`config.mk`:
```
export PLATFORM = sky130hd
export DESIGN_NAME = legacy_compat_timer_pwm
export DESIGN_NICKNAME = d
export VERILOG_FILES = /design/src/legacy_timer_pkg.sv /design/src/legacy_compat_timer_pwm.sv
export SDC_FILE = /design/constraint.sdc
export NUM_CORES = 1
export LEC_CHECK = 0
export BUFFER_PORTS_ARGS = -buffer_cell sky130_fd_sc_hd__buf_2
export CAP_MARGIN = 20
export CORE_AREA = 2 2 107 109
export CTS_BUF_LIST = sky130_fd_sc_hd__clkbuf_2 sky130_fd_sc_hd__clkbuf_4 sky130_fd_sc_hd__clkbuf_8
export CTS_CLUSTER_DIAMETER = 50
export DETAILED_ROUTE_END_ITERATION = 6
export DIE_AREA = 0 0 109 111
export MAX_ROUTING_LAYER = met4
export PLACE_DENSITY = 0.79
export SLEW_MARGIN = 20
export SYNTH_ARGS = -nofsm -noshare
export SYNTH_HDL_FRONTEND = slang
export SYNTH_SLANG_ARGS = --single-unit
```
`constraint.sdc`:
```
create_clock -name aclk -period 2.84 [get_ports aclk]
set_clock_uncertainty 0.15 [all_clocks]
set_input_delay 0.852 -clock aclk [delete_from_list [all_inputs] [get_ports aclk]]
set_output_delay 0.852 -clock aclk [all_outputs]
set_load 0.005 [all_outputs]
```
`src/legacy_timer_pkg.sv`:
```
// Constants for the legacy compatibility timer and PWM block
package legacy_timer_pkg;
    // ------------------------------------------------------------------
    // Register byte offsets
    // ------------------------------------------------------------------
    localparam logic [7:0] OFF_CONTROL = 8'h00;
    localparam logic [7:0] OFF_GENERAL = 8'h04;
    localparam logic [7:0] OFF_COMPARE_A = 8'h08;
    localparam logic [7:0] OFF_TOP = 8'h0C;
    localparam logic [7:0] OFF_COUNTER = 8'h10;
    localparam logic [7:0] OFF_FLAGS = 8'h14;
    localparam logic [7:0] OFF_MASK = 8'h18;
    localparam logic [7:0] OFF_GLOBAL = 8'h1C;
    // ------------------------------------------------------------------
    // Field positions
    // ------------------------------------------------------------------
    localparam int CTC_BIT = 7;
    localparam int PWM_A_BIT = 6;
    localparam int COM_HI_BIT = 5;
    localparam int COM_LO_BIT = 4;
    localparam int CS_HI_BIT = 3;
    localparam int FORCE_BIT = 2;
    localparam int PSR_BIT = 1;
    localparam int COMPARE_FLAG_BIT = 6;
    localparam int OVERFLOW_FLAG_BIT = 2;
    localparam int GIE_BIT = 0;
    localparam int COMPAT_BIT = 1;
    localparam logic [7:0] MASK_BITS = 8'h44;
    // ------------------------------------------------------------------
    // Codes and reset values
    // ------------------------------------------------------------------
    localparam logic [3:0] FUSE_COMPAT = 4'h3;
    localparam logic [3:0] CS_STOP = 4'h0;
    localparam logic [3:0] CS_FAST_1 = 4'h1;
    localparam logic [3:0] CS_FAST_2 = 4'h2;
    localparam logic [3:0] CS_FAST_4 = 4'h3;
    localparam logic [3:0] CS_FAST_8 = 4'h4;
    localparam logic [3:0] CS_CORE_1 = 4'h5;
    localparam logic [1:0] COM_OFF = 2'h0;
    localparam logic [1:0] COM_TOGGLE = 2'h1;
    localparam logic [1:0] COM_CLEAR = 2'h2;
    localparam logic [1:0] COM_SET = 2'h3;
    localparam logic [7:0] COUNT_MAX = 8'hFF;
    localparam logic [7:0] REG_RESET = 8'h00;
    localparam logic [1:0] RESP_OKAY = 2'h0;
    localparam logic [1:0] RESP_SLVERR = 2'h2;
    localparam int CORE_DIV_W = 10;
    localparam int FAST_DIV_W = 3;
endpackage : legacy_timer_pkg

```
`src/legacy_compat_timer_pwm.sv`:
```
// Legacy compatibility 8-bit timer with prescaler and PWM, AXI4-Lite regs
// Behaviour
// - Compat mode only when fuses equal 0011
// - Ten-bit core and three-bit fast dividers
// - Timer clocking always synchronous in compat
// - Mux offers stop, fast/1..8, core/1..1024
// - Written values pass a sync stage first, except mask and global enable
// - Control and compare registers read back immediately
// - Counter and flag reads lag through sync
// - Only compare A acts; drives pin, flag
// - Normal mode overflow on wrap to zero
// - PWM counts zero to top, then restarts
// - PWM overflow on top match or wrap
// - PWM output modes: off, off unless compare A is zero or top, clear, set
// - PWM compare A buffered until top reached
// - Compare A read returns latest written value
// - Compare A zero or top holds pin static
// - Interrupt request needs flag, enable, global enable
// - PWM period is top plus one ticks
// - Active time is compare plus one ticks
// - Codes one to three pick fast/1,2,4
// - PWM enable bit selects PWM mode
// - Clock select zero stops the timer
// - Flags clear by ack or write-one, delayed
//
// Added by the designer: the register offsets and the AXI4-Lite register port.
`timescale 1ns/1ps
module legacy_compat_timer_pwm #(
    parameter int ADDR_W = 8
) (
    input wire logic aclk,
    input wire logic aresetn,
    input wire logic [ADDR_W-1:0] s_axi_awaddr,
    input wire logic s_axi_awvalid,
    output logic s_axi_awready,
    input wire logic [31:0] s_axi_wdata,
    input wire logic [3:0] s_axi_wstrb,
    input wire logic s_axi_wvalid,
    output logic s_axi_wready,
    output logic [1:0] s_axi_bresp,
    output logic s_axi_bvalid,
    input wire logic s_axi_bready,
    input wire logic [ADDR_W-1:0] s_axi_araddr,
    input wire logic s_axi_arvalid,
    output logic s_axi_arready,
    output logic [31:0] s_axi_rdata,
    output logic [1:0] s_axi_rresp,
    output logic s_axi_rvalid,
    input wire logic s_axi_rready,
    input wire logic [3:0] clock_source_fuses,
    input wire logic core_clock_tick,
    input wire logic fast_peripheral_clock_tick,
    input wire logic overflow_ack,
    input wire logic compare_ack,
    output logic overflow_irq,
    output logic compare_irq,
    output logic pwm_output_pin,
    output logic pwm_output_enable,
    output logic compat_active
);
    // ------------------------------------------------------------------
    // State
    // ------------------------------------------------------------------
    typedef struct packed {
        logic [3:0] fuse_s1;
        logic [3:0] fuse_s2;
        logic compat;
        logic [7:0] timer_control_reg;
        logic [7:0] control_sync;
        logic [7:0] compare_hold;
        logic [7:0] compare_a_value;
        logic [7:0] top_value;
        logic [7:0] top_sync;
        logic [7:0] timer_mask_reg;
        logic gie;
        logic [7:0] counter_value;
        logic counter_write_pend;
        logic [7:0] counter_write_val;
        logic [legacy_timer_pkg::CORE_DIV_W-1:0] core_div;
        logic [legacy_timer_pkg::FAST_DIV_W-1:0] fast_div;
        logic psr_pend;
        logic force_pend;
        logic compare_a_flag;
        logic overflow_flag;
        logic compare_clr_pend;
        logic overflow_clr_pend;
        logic [7:0] counter_read;
        logic compare_read;
        logic overflow_read;
        logic pin;
        logic pin_oe;
        logic aw_got;
        logic [7:0] aw_addr;
        logic w_got;
        logic [7:0] w_data;
        logic w_lane0;
        logic bvalid;
        logic [1:0] bresp;
        logic rvalid;
        logic [7:0] rdata;
        logic [1:0] rresp;
    } state_type;

    state_type r;
    state_type next_r;
    logic tick;
    logic pwm;
    logic [1:0] com;
    logic [3:0] cs;
    logic top_hit;
    logic overflow_event;
    logic compare_event;
    logic static_pin;
    logic [7:0] count_next;
    logic [legacy_timer_pkg::CORE_DIV_W-1:0] core_mask;
    logic [3:0] core_shift;

    // ------------------------------------------------------------------
    // Next-state logic
    // ------------------------------------------------------------------
    always_comb begin
        next_r = r;
        pwm = r.control_sync[legacy_timer_pkg::PWM_A_BIT];
        com = r.control_sync[legacy_timer_pkg::COM_HI_BIT:
                             legacy_timer_pkg::COM_LO_BIT];
        cs = r.control_sync[legacy_timer_pkg::CS_HI_BIT:0];
        // Fuse pins pass two flops before decode
        next_r.fuse_s1 = clock_source_fuses;
        next_r.fuse_s2 = r.fuse_s1;
        next_r.compat = (r.fuse_s2 == legacy_timer_pkg::FUSE_COMPAT);
        next_r.control_sync = r.timer_control_reg;
        next_r.top_sync = r.top_value;
        next_r.counter_read = r.counter_value;
        next_r.compare_read = r.compare_a_flag;
        next_r.overflow_read = r.overflow_flag;

        next_r.core_div = r.core_div + {{(legacy_timer_pkg::CORE_DIV_W-1){
            1'b0}}, core_clock_tick};
        next_r.fast_div = r.fast_div + {{(legacy_timer_pkg::FAST_DIV_W-1){
            1'b0}}, fast_peripheral_clock_tick};
        if (r.psr_pend) begin
            next_r.core_div = '0;
            next_r.fast_div = '0;
        end
        next_r.psr_pend = 1'b0;

        core_shift = cs - legacy_timer_pkg::CS_CORE_1;
        for (int i = 0; i < legacy_timer_pkg::CORE_DIV_W; i++) begin
            core_mask[i] = (i < int'(core_shift));
        end
        // ticks share the core clock, no resync
        unique case (cs)
            legacy_timer_pkg::CS_STOP: tick = 1'b0;
            legacy_timer_pkg::CS_FAST_1: tick = fast_peripheral_clock_tick;
            legacy_timer_pkg::CS_FAST_2:
                tick = fast_peripheral_clock_tick & r.fast_div[0];
            legacy_timer_pkg::CS_FAST_4:
                tick = fast_peripheral_clock_tick & (&r.fast_div[1:0]);
            legacy_timer_pkg::CS_FAST_8:
                tick = fast_peripheral_clock_tick & (&r.fast_div);
            default:
                tick = core_clock_tick & (&(r.core_div | ~core_mask));
        endcase
        // timer runs only in compat mode
        tick = tick & r.compat;

        // count up; PWM restarts after top, CTC after compare A
        top_hit = (r.counter_value == r.top_sync);
        count_next = r.counter_value + 8'h01;
        // PWM counter clears after top match
        if (pwm && top_hit) begin
            count_next = 8'h00;
        end else if (!pwm && r.control_sync[legacy_timer_pkg::CTC_BIT]
                     && r.counter_value == r.compare_a_value) begin
            count_next = 8'h00;
        end
        overflow_event = tick && !r.counter_write_pend &&
            (r.counter_value == legacy_timer_pkg::COUNT_MAX ||
             (pwm && top_hit));
        compare_event = tick && !r.counter_write_pend &&
            (r.counter_value == r.compare_a_value);
        if (r.counter_write_pend) begin
            next_r.counter_value = r.counter_write_val;
        end else if (tick) begin
            next_r.counter_value = count_next;
        end
        next_r.counter_write_pend = 1'b0;

        if (!pwm) begin
            next_r.compare_a_value = r.compare_hold;
        end else if (tick && top_hit) begin
            next_r.compare_a_value = r.compare_hold;
        end

        // flag set wins over delayed clear
        next_r.compare_a_flag = (r.compare_a_flag &
            !(r.compare_clr_pend | compare_ack)) | compare_event;
        next_r.overflow_flag = (r.overflow_flag &
            !(r.overflow_clr_pend | overflow_ack)) | overflow_event;
        next_r.compare_clr_pend = 1'b0;
        next_r.overflow_clr_pend = 1'b0;

        // static output at zero or top
        static_pin = (r.compare_a_value == 8'h00) ||
            (r.compare_a_value == r.top_sync);
        if (pwm) begin
            next_r.pin_oe = com[1] ||
                (com == legacy_timer_pkg::COM_TOGGLE && static_pin);
            if (static_pin) begin
                next_r.pin = (r.compare_a_value == 8'h00) ?
                    (com == legacy_timer_pkg::COM_SET) :
                    (com != legacy_timer_pkg::COM_SET);
            // compare level held until counter wraps to zero
            end else if (com[1] && compare_event) begin
                next_r.pin = com[0];
            end else if (com[1] && tick && count_next == 8'h00) begin
                next_r.pin = ~com[0];
            end
        end else begin
            next_r.pin_oe = (com != legacy_timer_pkg::COM_OFF);
            if (compare_event || r.force_pend) begin
                unique case (com)
                    legacy_timer_pkg::COM_OFF: next_r.pin = r.pin;
                    legacy_timer_pkg::COM_TOGGLE: next_r.pin = ~r.pin;
                    legacy_timer_pkg::COM_CLEAR: next_r.pin = 1'b0;
                    legacy_timer_pkg::COM_SET: next_r.pin = 1'b1;
                endcase
            end
        end
        next_r.force_pend = 1'b0;

        // --------------------------------------------------------------
        // AXI4-Lite write channels, address and data in either order
        // --------------------------------------------------------------
        if (s_axi_awvalid && s_axi_awready) begin
            next_r.aw_got = 1'b1;
            next_r.aw_addr = s_axi_awaddr[7:0];
        end
        if (s_axi_wvalid && s_axi_wready) begin
            next_r.w_got = 1'b1;
            next_r.w_data = s_axi_wdata[7:0];
            next_r.w_lane0 = s_axi_wstrb[0];
        end
        if (s_axi_bvalid && s_axi_bready) begin
            next_r.bvalid = 1'b0;
        end
        if (r.aw_got && r.w_got) begin
            next_r.aw_got = 1'b0;
            next_r.w_got = 1'b0;
            next_r.bvalid = 1'b1;
            next_r.bresp = legacy_timer_pkg::RESP_OKAY;
            unique case (r.aw_addr)
                legacy_timer_pkg::OFF_CONTROL:
                    if (r.w_lane0) next_r.timer_control_reg = r.w_data;
                legacy_timer_pkg::OFF_GENERAL:
                    if (r.w_lane0) begin
                        next_r.force_pend =
                            r.w_data[legacy_timer_pkg::FORCE_BIT];
                        next_r.psr_pend = r.w_data[legacy_timer_pkg::PSR_BIT];
                    end
                legacy_timer_pkg::OFF_COMPARE_A:
                    if (r.w_lane0) next_r.compare_hold = r.w_data;
                legacy_timer_pkg::OFF_TOP:
                    if (r.w_lane0) next_r.top_value = r.w_data;
                // counter write applied one cycle later
                legacy_timer_pkg::OFF_COUNTER:
                    if (r.w_lane0) begin
                        next_r.counter_write_pend = 1'b1;
                        next_r.counter_write_val = r.w_data;
                    end
                legacy_timer_pkg::OFF_FLAGS:
                    if (r.w_lane0) begin
                        next_r.compare_clr_pend =
                            r.w_data[legacy_timer_pkg::COMPARE_FLAG_BIT];
                        next_r.overflow_clr_pend =
                            r.w_data[legacy_timer_pkg::OVERFLOW_FLAG_BIT];
                    end
                legacy_timer_pkg::OFF_MASK:
                    if (r.w_lane0) next_r.timer_mask_reg =
                        r.w_data & legacy_timer_pkg::MASK_BITS;
                legacy_timer_pkg::OFF_GLOBAL:
                    if (r.w_lane0) next_r.gie =
                        r.w_data[legacy_timer_pkg::GIE_BIT];
                default: next_r.bresp = legacy_timer_pkg::RESP_SLVERR;
            endcase
        end

        // --------------------------------------------------------------
        // AXI4-Lite read channel
        // --------------------------------------------------------------
        if (s_axi_rvalid && s_axi_rready) begin
            next_r.rvalid = 1'b0;
        end
        if (s_axi_arvalid && s_axi_arready) begin
            next_r.rvalid = 1'b1;
            next_r.rresp = legacy_timer_pkg::RESP_OKAY;
            next_r.rdata = legacy_timer_pkg::REG_RESET;
            unique case (s_axi_araddr[7:0])
                legacy_timer_pkg::OFF_CONTROL:
                    next_r.rdata = r.timer_control_reg;
                legacy_timer_pkg::OFF_GENERAL:
                    next_r.rdata = legacy_timer_pkg::REG_RESET;
                legacy_timer_pkg::OFF_COMPARE_A:
                    next_r.rdata = r.compare_hold;
                legacy_timer_pkg::OFF_TOP: next_r.rdata = r.top_value;
                legacy_timer_pkg::OFF_COUNTER: next_r.rdata = r.counter_read;
                legacy_timer_pkg::OFF_FLAGS: begin
                    next_r.rdata[legacy_timer_pkg::COMPARE_FLAG_BIT] =
                        r.compare_read;
                    next_r.rdata[legacy_timer_pkg::OVERFLOW_FLAG_BIT] =
                        r.overflow_read;
                end
                legacy_timer_pkg::OFF_MASK: next_r.rdata = r.timer_mask_reg;
                legacy_timer_pkg::OFF_GLOBAL: begin
                    next_r.rdata[legacy_timer_pkg::GIE_BIT] = r.gie;
                    next_r.rdata[legacy_timer_pkg::COMPAT_BIT] = r.compat;
                end
                default: next_r.rresp = legacy_timer_pkg::RESP_SLVERR;
            endcase
        end
    end

    // ------------------------------------------------------------------
    // Registers
    // ------------------------------------------------------------------
    always_ff @(posedge aclk) begin
        if (!aresetn) begin
            r <= '0;
        end else begin
            r <= next_r;
        end
    end

    // ------------------------------------------------------------------
    // Outputs
    // ------------------------------------------------------------------
    assign s_axi_awready = !r.aw_got && !r.bvalid;
    assign s_axi_wready = !r.w_got && !r.bvalid;
    assign s_axi_bvalid = r.bvalid;
    assign s_axi_bresp = r.bresp;
    assign s_axi_arready = !r.rvalid;
    assign s_axi_rvalid = r.rvalid;
    assign s_axi_rresp = r.rresp;
    assign s_axi_rdata = {24'h00_0000, r.rdata};
    assign overflow_irq = r.overflow_flag && r.gie &&
        r.timer_mask_reg[legacy_timer_pkg::OVERFLOW_FLAG_BIT];
    assign compare_irq = r.compare_a_flag && r.gie &&
        r.timer_mask_reg[legacy_timer_pkg::COMPARE_FLAG_BIT];
    assign pwm_output_pin = r.pin;
    assign pwm_output_enable = r.pin_oe;
    assign compat_active = r.compat;
endmodule : legacy_compat_timer_pwm

```
### Yosys cells after proc, flatten, opt, wreduce, memory -nomap -nowiden

Index checks and enable logic that the tools add are counted.

* flip-flop bits (word level): 141
* bits of input ports: 67
* output and inout bits: 46
* logic and storage cells: 186

* add/sub/neg operators: 4
* magnitude comparators: 10
* equal/unequal tests: 30
* multiplexer cells: 26
* bitwise gates (word level): 16
* reduce and logical (&&, ||, !) cells: 63

Operator list (number)
* $eq 8x5->1 const B: 8
* $mux 8: 6
* $eq 8x4->1 const B: 4
* $logic_not 8->1: 4
* $reduce_and 3->1: 9
* $eq 8x8->1: 3
* $logic_and 1x1->1: 23
* $eq 8x3->1 const B: 2
* $lt 3x4->1 const A: 4
* $reduce_or 8->1: 2
* $eq 4x2->1 const B: 3
* $pmux 1 s6: 2
* $pmux 3 s4: 1
* $mux 11: 1
* $add 10x1->10: 1
* $not 10->10: 1
* $or 10x10->10: 1
* $pmux 2 s5: 1
* $reduce_and 10->1: 1
* $reduce_bool 2->1: 5
* $mux 9: 1
* $add 8x1->8 const B: 1
* $eq 8x8->1 const B: 1
* $logic_not 1->1: 8
* 27 further kinds: 56

### Depth between registers and ports, before layout

* depth after elaboration: 14
* gate-level depth with buffers: 10
* depth with buffers taken out: 9

### Worst setup path before layout

Ideal clock, no wire load.

* path kind: input to register
* start: in s_axi_araddr[0]
* end: reg r, in the netlist s_axi_rdata[2]
* arrival: 2.365 ns
* required time: 2.599 ns
* slack: 0.234 ns
* stages: 6
* buffers on the path: 0
* cell sequence: or4_1 > nor2_1 > nand2_1 > nor2_2 > a22oi_1 > a311oi_1

* cells in the longest elaborated chain, start to end: 2

RTL lines
* start, declared: line legacy_compat_timer_pwm.sv:43 `input wire logic [ADDR_W-1:0] s_axi_araddr,`
* $eq 8x5->1 (tied with other cells): line legacy_compat_timer_pwm.sv:298 `unique case (s_axi_araddr[7:0])`
* $pmux 1 s6 *: line legacy_compat_timer_pwm.sv:298
* end signal, assigned: line legacy_compat_timer_pwm.sv:330 `r <= next_r;`
* end, declared: line legacy_compat_timer_pwm.sv:104 `state_type r;`

Mark *: on every way between the ends. The rest lies on a longest branch, timed or not.
A chain may end at the register's enable or synchronous reset.

### Worst setup path after layout

* start: reg r, in the netlist cs[0]
* end: reg r, in the netlist next_r[43]

* cells in the longest elaborated chain, start to end: 9

RTL lines
* $sub 4x3->4: line legacy_compat_timer_pwm.sv:147 `core_shift = cs - legacy_timer_pkg::CS_CORE_1;`
* $lt 1x4->1 (tied with other cells): line legacy_compat_timer_pwm.sv:149 `core_mask[i] = (i < int'(core_shift));`
* $not 10->10: line legacy_compat_timer_pwm.sv:162 `tick = core_clock_tick & (&(r.core_div | ~core_mask));`
* $or 10x10->10: line legacy_compat_timer_pwm.sv:162
* $reduce_and 10->1: line legacy_compat_timer_pwm.sv:162
* $and 1x1->1: line legacy_compat_timer_pwm.sv:162
* $pmux 1 s5 *: line legacy_compat_timer_pwm.sv:152 `unique case (cs)`
* $and 1x1->1 *: line legacy_compat_timer_pwm.sv:165 `tick = tick & r.compat;`
* $reduce_bool 2->1 (no line) *

Marked as above.

==> impl_metrics.toml <==
[synth]
synth_seq_cells = 139
synth_edf_count = 0
synth_warnings = 0
synth_top_area_cell = "dfxtp_1"
synth_seq_area_share_pct = 44.7
syn_inst = 721
syn_avg_cell_area_um2 = 8.64
yosysTopAreaCellShare_pct = 44.7
ys_types = 58
synthTopCellsByArea = "dfxtp_1 (45%), nand2_1 (6.3%), mux2i_1 (5.0%), and2_1 (4.5%), buf_4 (4.5%)"
syn_area_um2 = 6230
synth-async-reset-ratio_pct = 0
synth_top_flop_cell = "dfxtp_1"

[floorplanning]
die_w_um = 109
core_area_um2 = 11100
rows = 39
io_pins = 113
dieArea_um2 = 12100
start_util_pct = 56.2
dieHeight_um = 111

[detailed_routing]
drt-initial-drc-count = 446
dr.pass1.iters = 5
vias = 5257
drc_errors = 0
ant_nets = 0
wl_um = 14800
detail_route.wl_per_cell_um = 15.9
vias_per_cell = 5.65

[timing]
clock.fmax_mhz = 364
slew_headroom_pct = 59.4
period_minus_slack_ns = 2.75
setup_viol = 0
tightest_slew_ns = 0.607
timing.hold.ws_ns = 0.238
maxSlewViolCount = 0
period_share_pct = 96.8
hold_viol = 0

[finish]
register_area_um2 = 2780
antenna_cells = 0
final_nets = 852
multiInputGateArea_um2 = 3100
layout.cells.non_filler = 931
area_growth_pct = 12.5
fillers = 920
drive_gt1_share_pct = 16.0

[status]
status = "completed"

[critical_path]
cpPeakStageDelay_ns = 0.41
worst-path-max-fanout = 7
worstSetupEndpointType = "register"
arrival_ns = 2.96
cpMaxStageDelayCell = "o41ai_2"
cp.required_ns = 3.05
crit_type = "reg2reg"
critPathLaunchType = "register"
worstPathCellList = "inv_1 > ha_1 > xor2_2 > a21oi_1 > o41ai_2 > a211o_2 > nand2b_4 > or3b_1 > a31oi_1"

[clocking]
cts_buffers = 17
cts_buffer_depth = 2
cts.clk_slew.worst_paths_ns = 0.08
clock_sinks = 139
cts_tree = "yes"
cts_max_level = 4
cts_hold_buf = 0
cts_root_buffer = "clkbuf_8"
clock_latency_ns = 0.44

[global_routing]
grt_overflow = 0
grt_max_degree = 51
grt_pass1_vias = 4921
track_usage_pct = 26.3
antenna_found_initial = 0
grt_pass1_wl_um = 24000

[job]
drv_cap = 0

[placed_design]
port_buffers = 59
dp_hpwl_um = 10800
gp_congestion = 1.01
dp.cells = 894

[hold_path]
hp-class = "reg2reg"

[pwr]
cellLeakagePower_uw = 0.00297
power_density_nw_per_um2 = 567
ir_drop_v = 0.000312
[worst paths after layout]
path                             start       endpoint  slack [ns]  depth (start not counted)
worst max-delay path             cs[0]     next_r[43]        0.09                          9
worst min-delay path            r[141]  compat_active        0.24                          1
worst max register to register   cs[0]     next_r[43]        0.09                          9
worst min register to register  r[141]  compat_active        0.24                          1
[layout make-up]
| cell class | instances | area share [%] |
|---|---|---|
| sequential | 139 | 39.7 |
| clock inverter | 9 | 1.93 |
| timing repair buffer | 79 | 6.54 |
| clock buffer | 23 | 4.43 |
| inverter | 11 | 0.590 |
| multi-input combinational | 527 | 44.2 |
| tap | 143 | 2.55 |
[registers in the layout (all words and copies together), names as in the netlist, 2 cells and up]
signal,cells
com,2
cs,4
next_r,30
r,87
s_axi_rdata,8
[worst max-delay path, delay by kind of cell, from the launching register on]
| family | cells | cell delay [ns] |
|---|---|---|
| XOR/XNOR | 1 | 0.21 |
| buffers and inverters | 1 | 0.10 |
| adder cells (fa/ha/maj) | 1 | 0.29 |
| flip-flops | 1 | 0.39 |
| AO/OA/AOI/OAI | 4 | 1.03 |
| AND/OR/NAND/NOR | 2 | 0.49 |
[metal layers]
metal / routed length, µm / track usage (%) / part of all wire (%)
met5: 0 / - / 0
met4: 423 / 11.7 / 2.9
met3: 804 / 4.76 / 5.4
met2: 7260 / 41.5 / 49
met1: 6320 / 32.7 / 43
[cells by family after synthesis]
logic type,share of synthesized area [%]
compound gates,13.4
xor+xnor,4.50
fa+ha+maj,2.01
buf+inv,7.21
flops,44.7
mux,5.53
other cells,0.0602
simple gates,22.6
[synth_stat cells (5+ instances only)]
cell type  count
a211oi_1       5
a21oi_1       49
a221oi_1       6
a22o_1         5
a31oi_1        8
and2_1        45
and3_1        11
buf_2          8
buf_4         37
clkbuf_1      22
dfxtp_1      139
ha_1          10
inv_1         10
mux2i_1       31
nand2_1      104
nand3_1       12
nand4_1        8
nor2_1        71
nor2b_1        6
nor3_1        10
nor4_1         7
o21ai_0       21
o21ai_1       10
or3_1          6
xnor2_1       11
xor2_1        21
[cells in the final DEF (no fill, tap or decap), types with 7 or more instances in the layout]
master,instances
nor3_1,10
nor4_1,7
conb_1,26
and2_1,45
ha_1,10
mux2i_1,31
xor2_1,20
nand4_1,8
o21ai_0,21
and3_1,11
dfxtp_1,139
inv_1,9
nor2_1,71
nand3_1,12
xnor2_1,11
buf_2,59
o21ai_1,10
nand2_1,104
a31oi_1,8
buf_4,19
a21oi_1,49
clkbuf_8,22
[per-stage QoR]
stage / util [%] / cell area [µm²] / total power [µW] / worst slack (ns) / TNS (ns)
floorplan: - / 6320 / 2220 / 0.234 / 0
global placement: 58.8 / 6510 / 2260 / 0.128 / 0
detailed placement: 58.8 / 6510 / 2270 / 0.0791 / 0
CTS: 62.8 / 6960 / 3980 / 0.0395 / 0
global route: 63.2 / 7000 / 4100 / -0.0269 / -0.0269
finish: 63.2 / 7000 / 3970 / 0.0921 / 0
[timing repair]
action,CTS,global route
setup buffers,0,5
gates resized for setup,0,1
endpoints found under the setup margin,0,15
[power by group]
group | leakage (µW) | switching (µW) | internal (µW)
Clock | 0.000218 | 744 | 997
Sequential | 0.00113 | 41.4 | 1990
Combinational | 0.00163 | 123 | 74.0
Power figures use the tool's default switching activity.
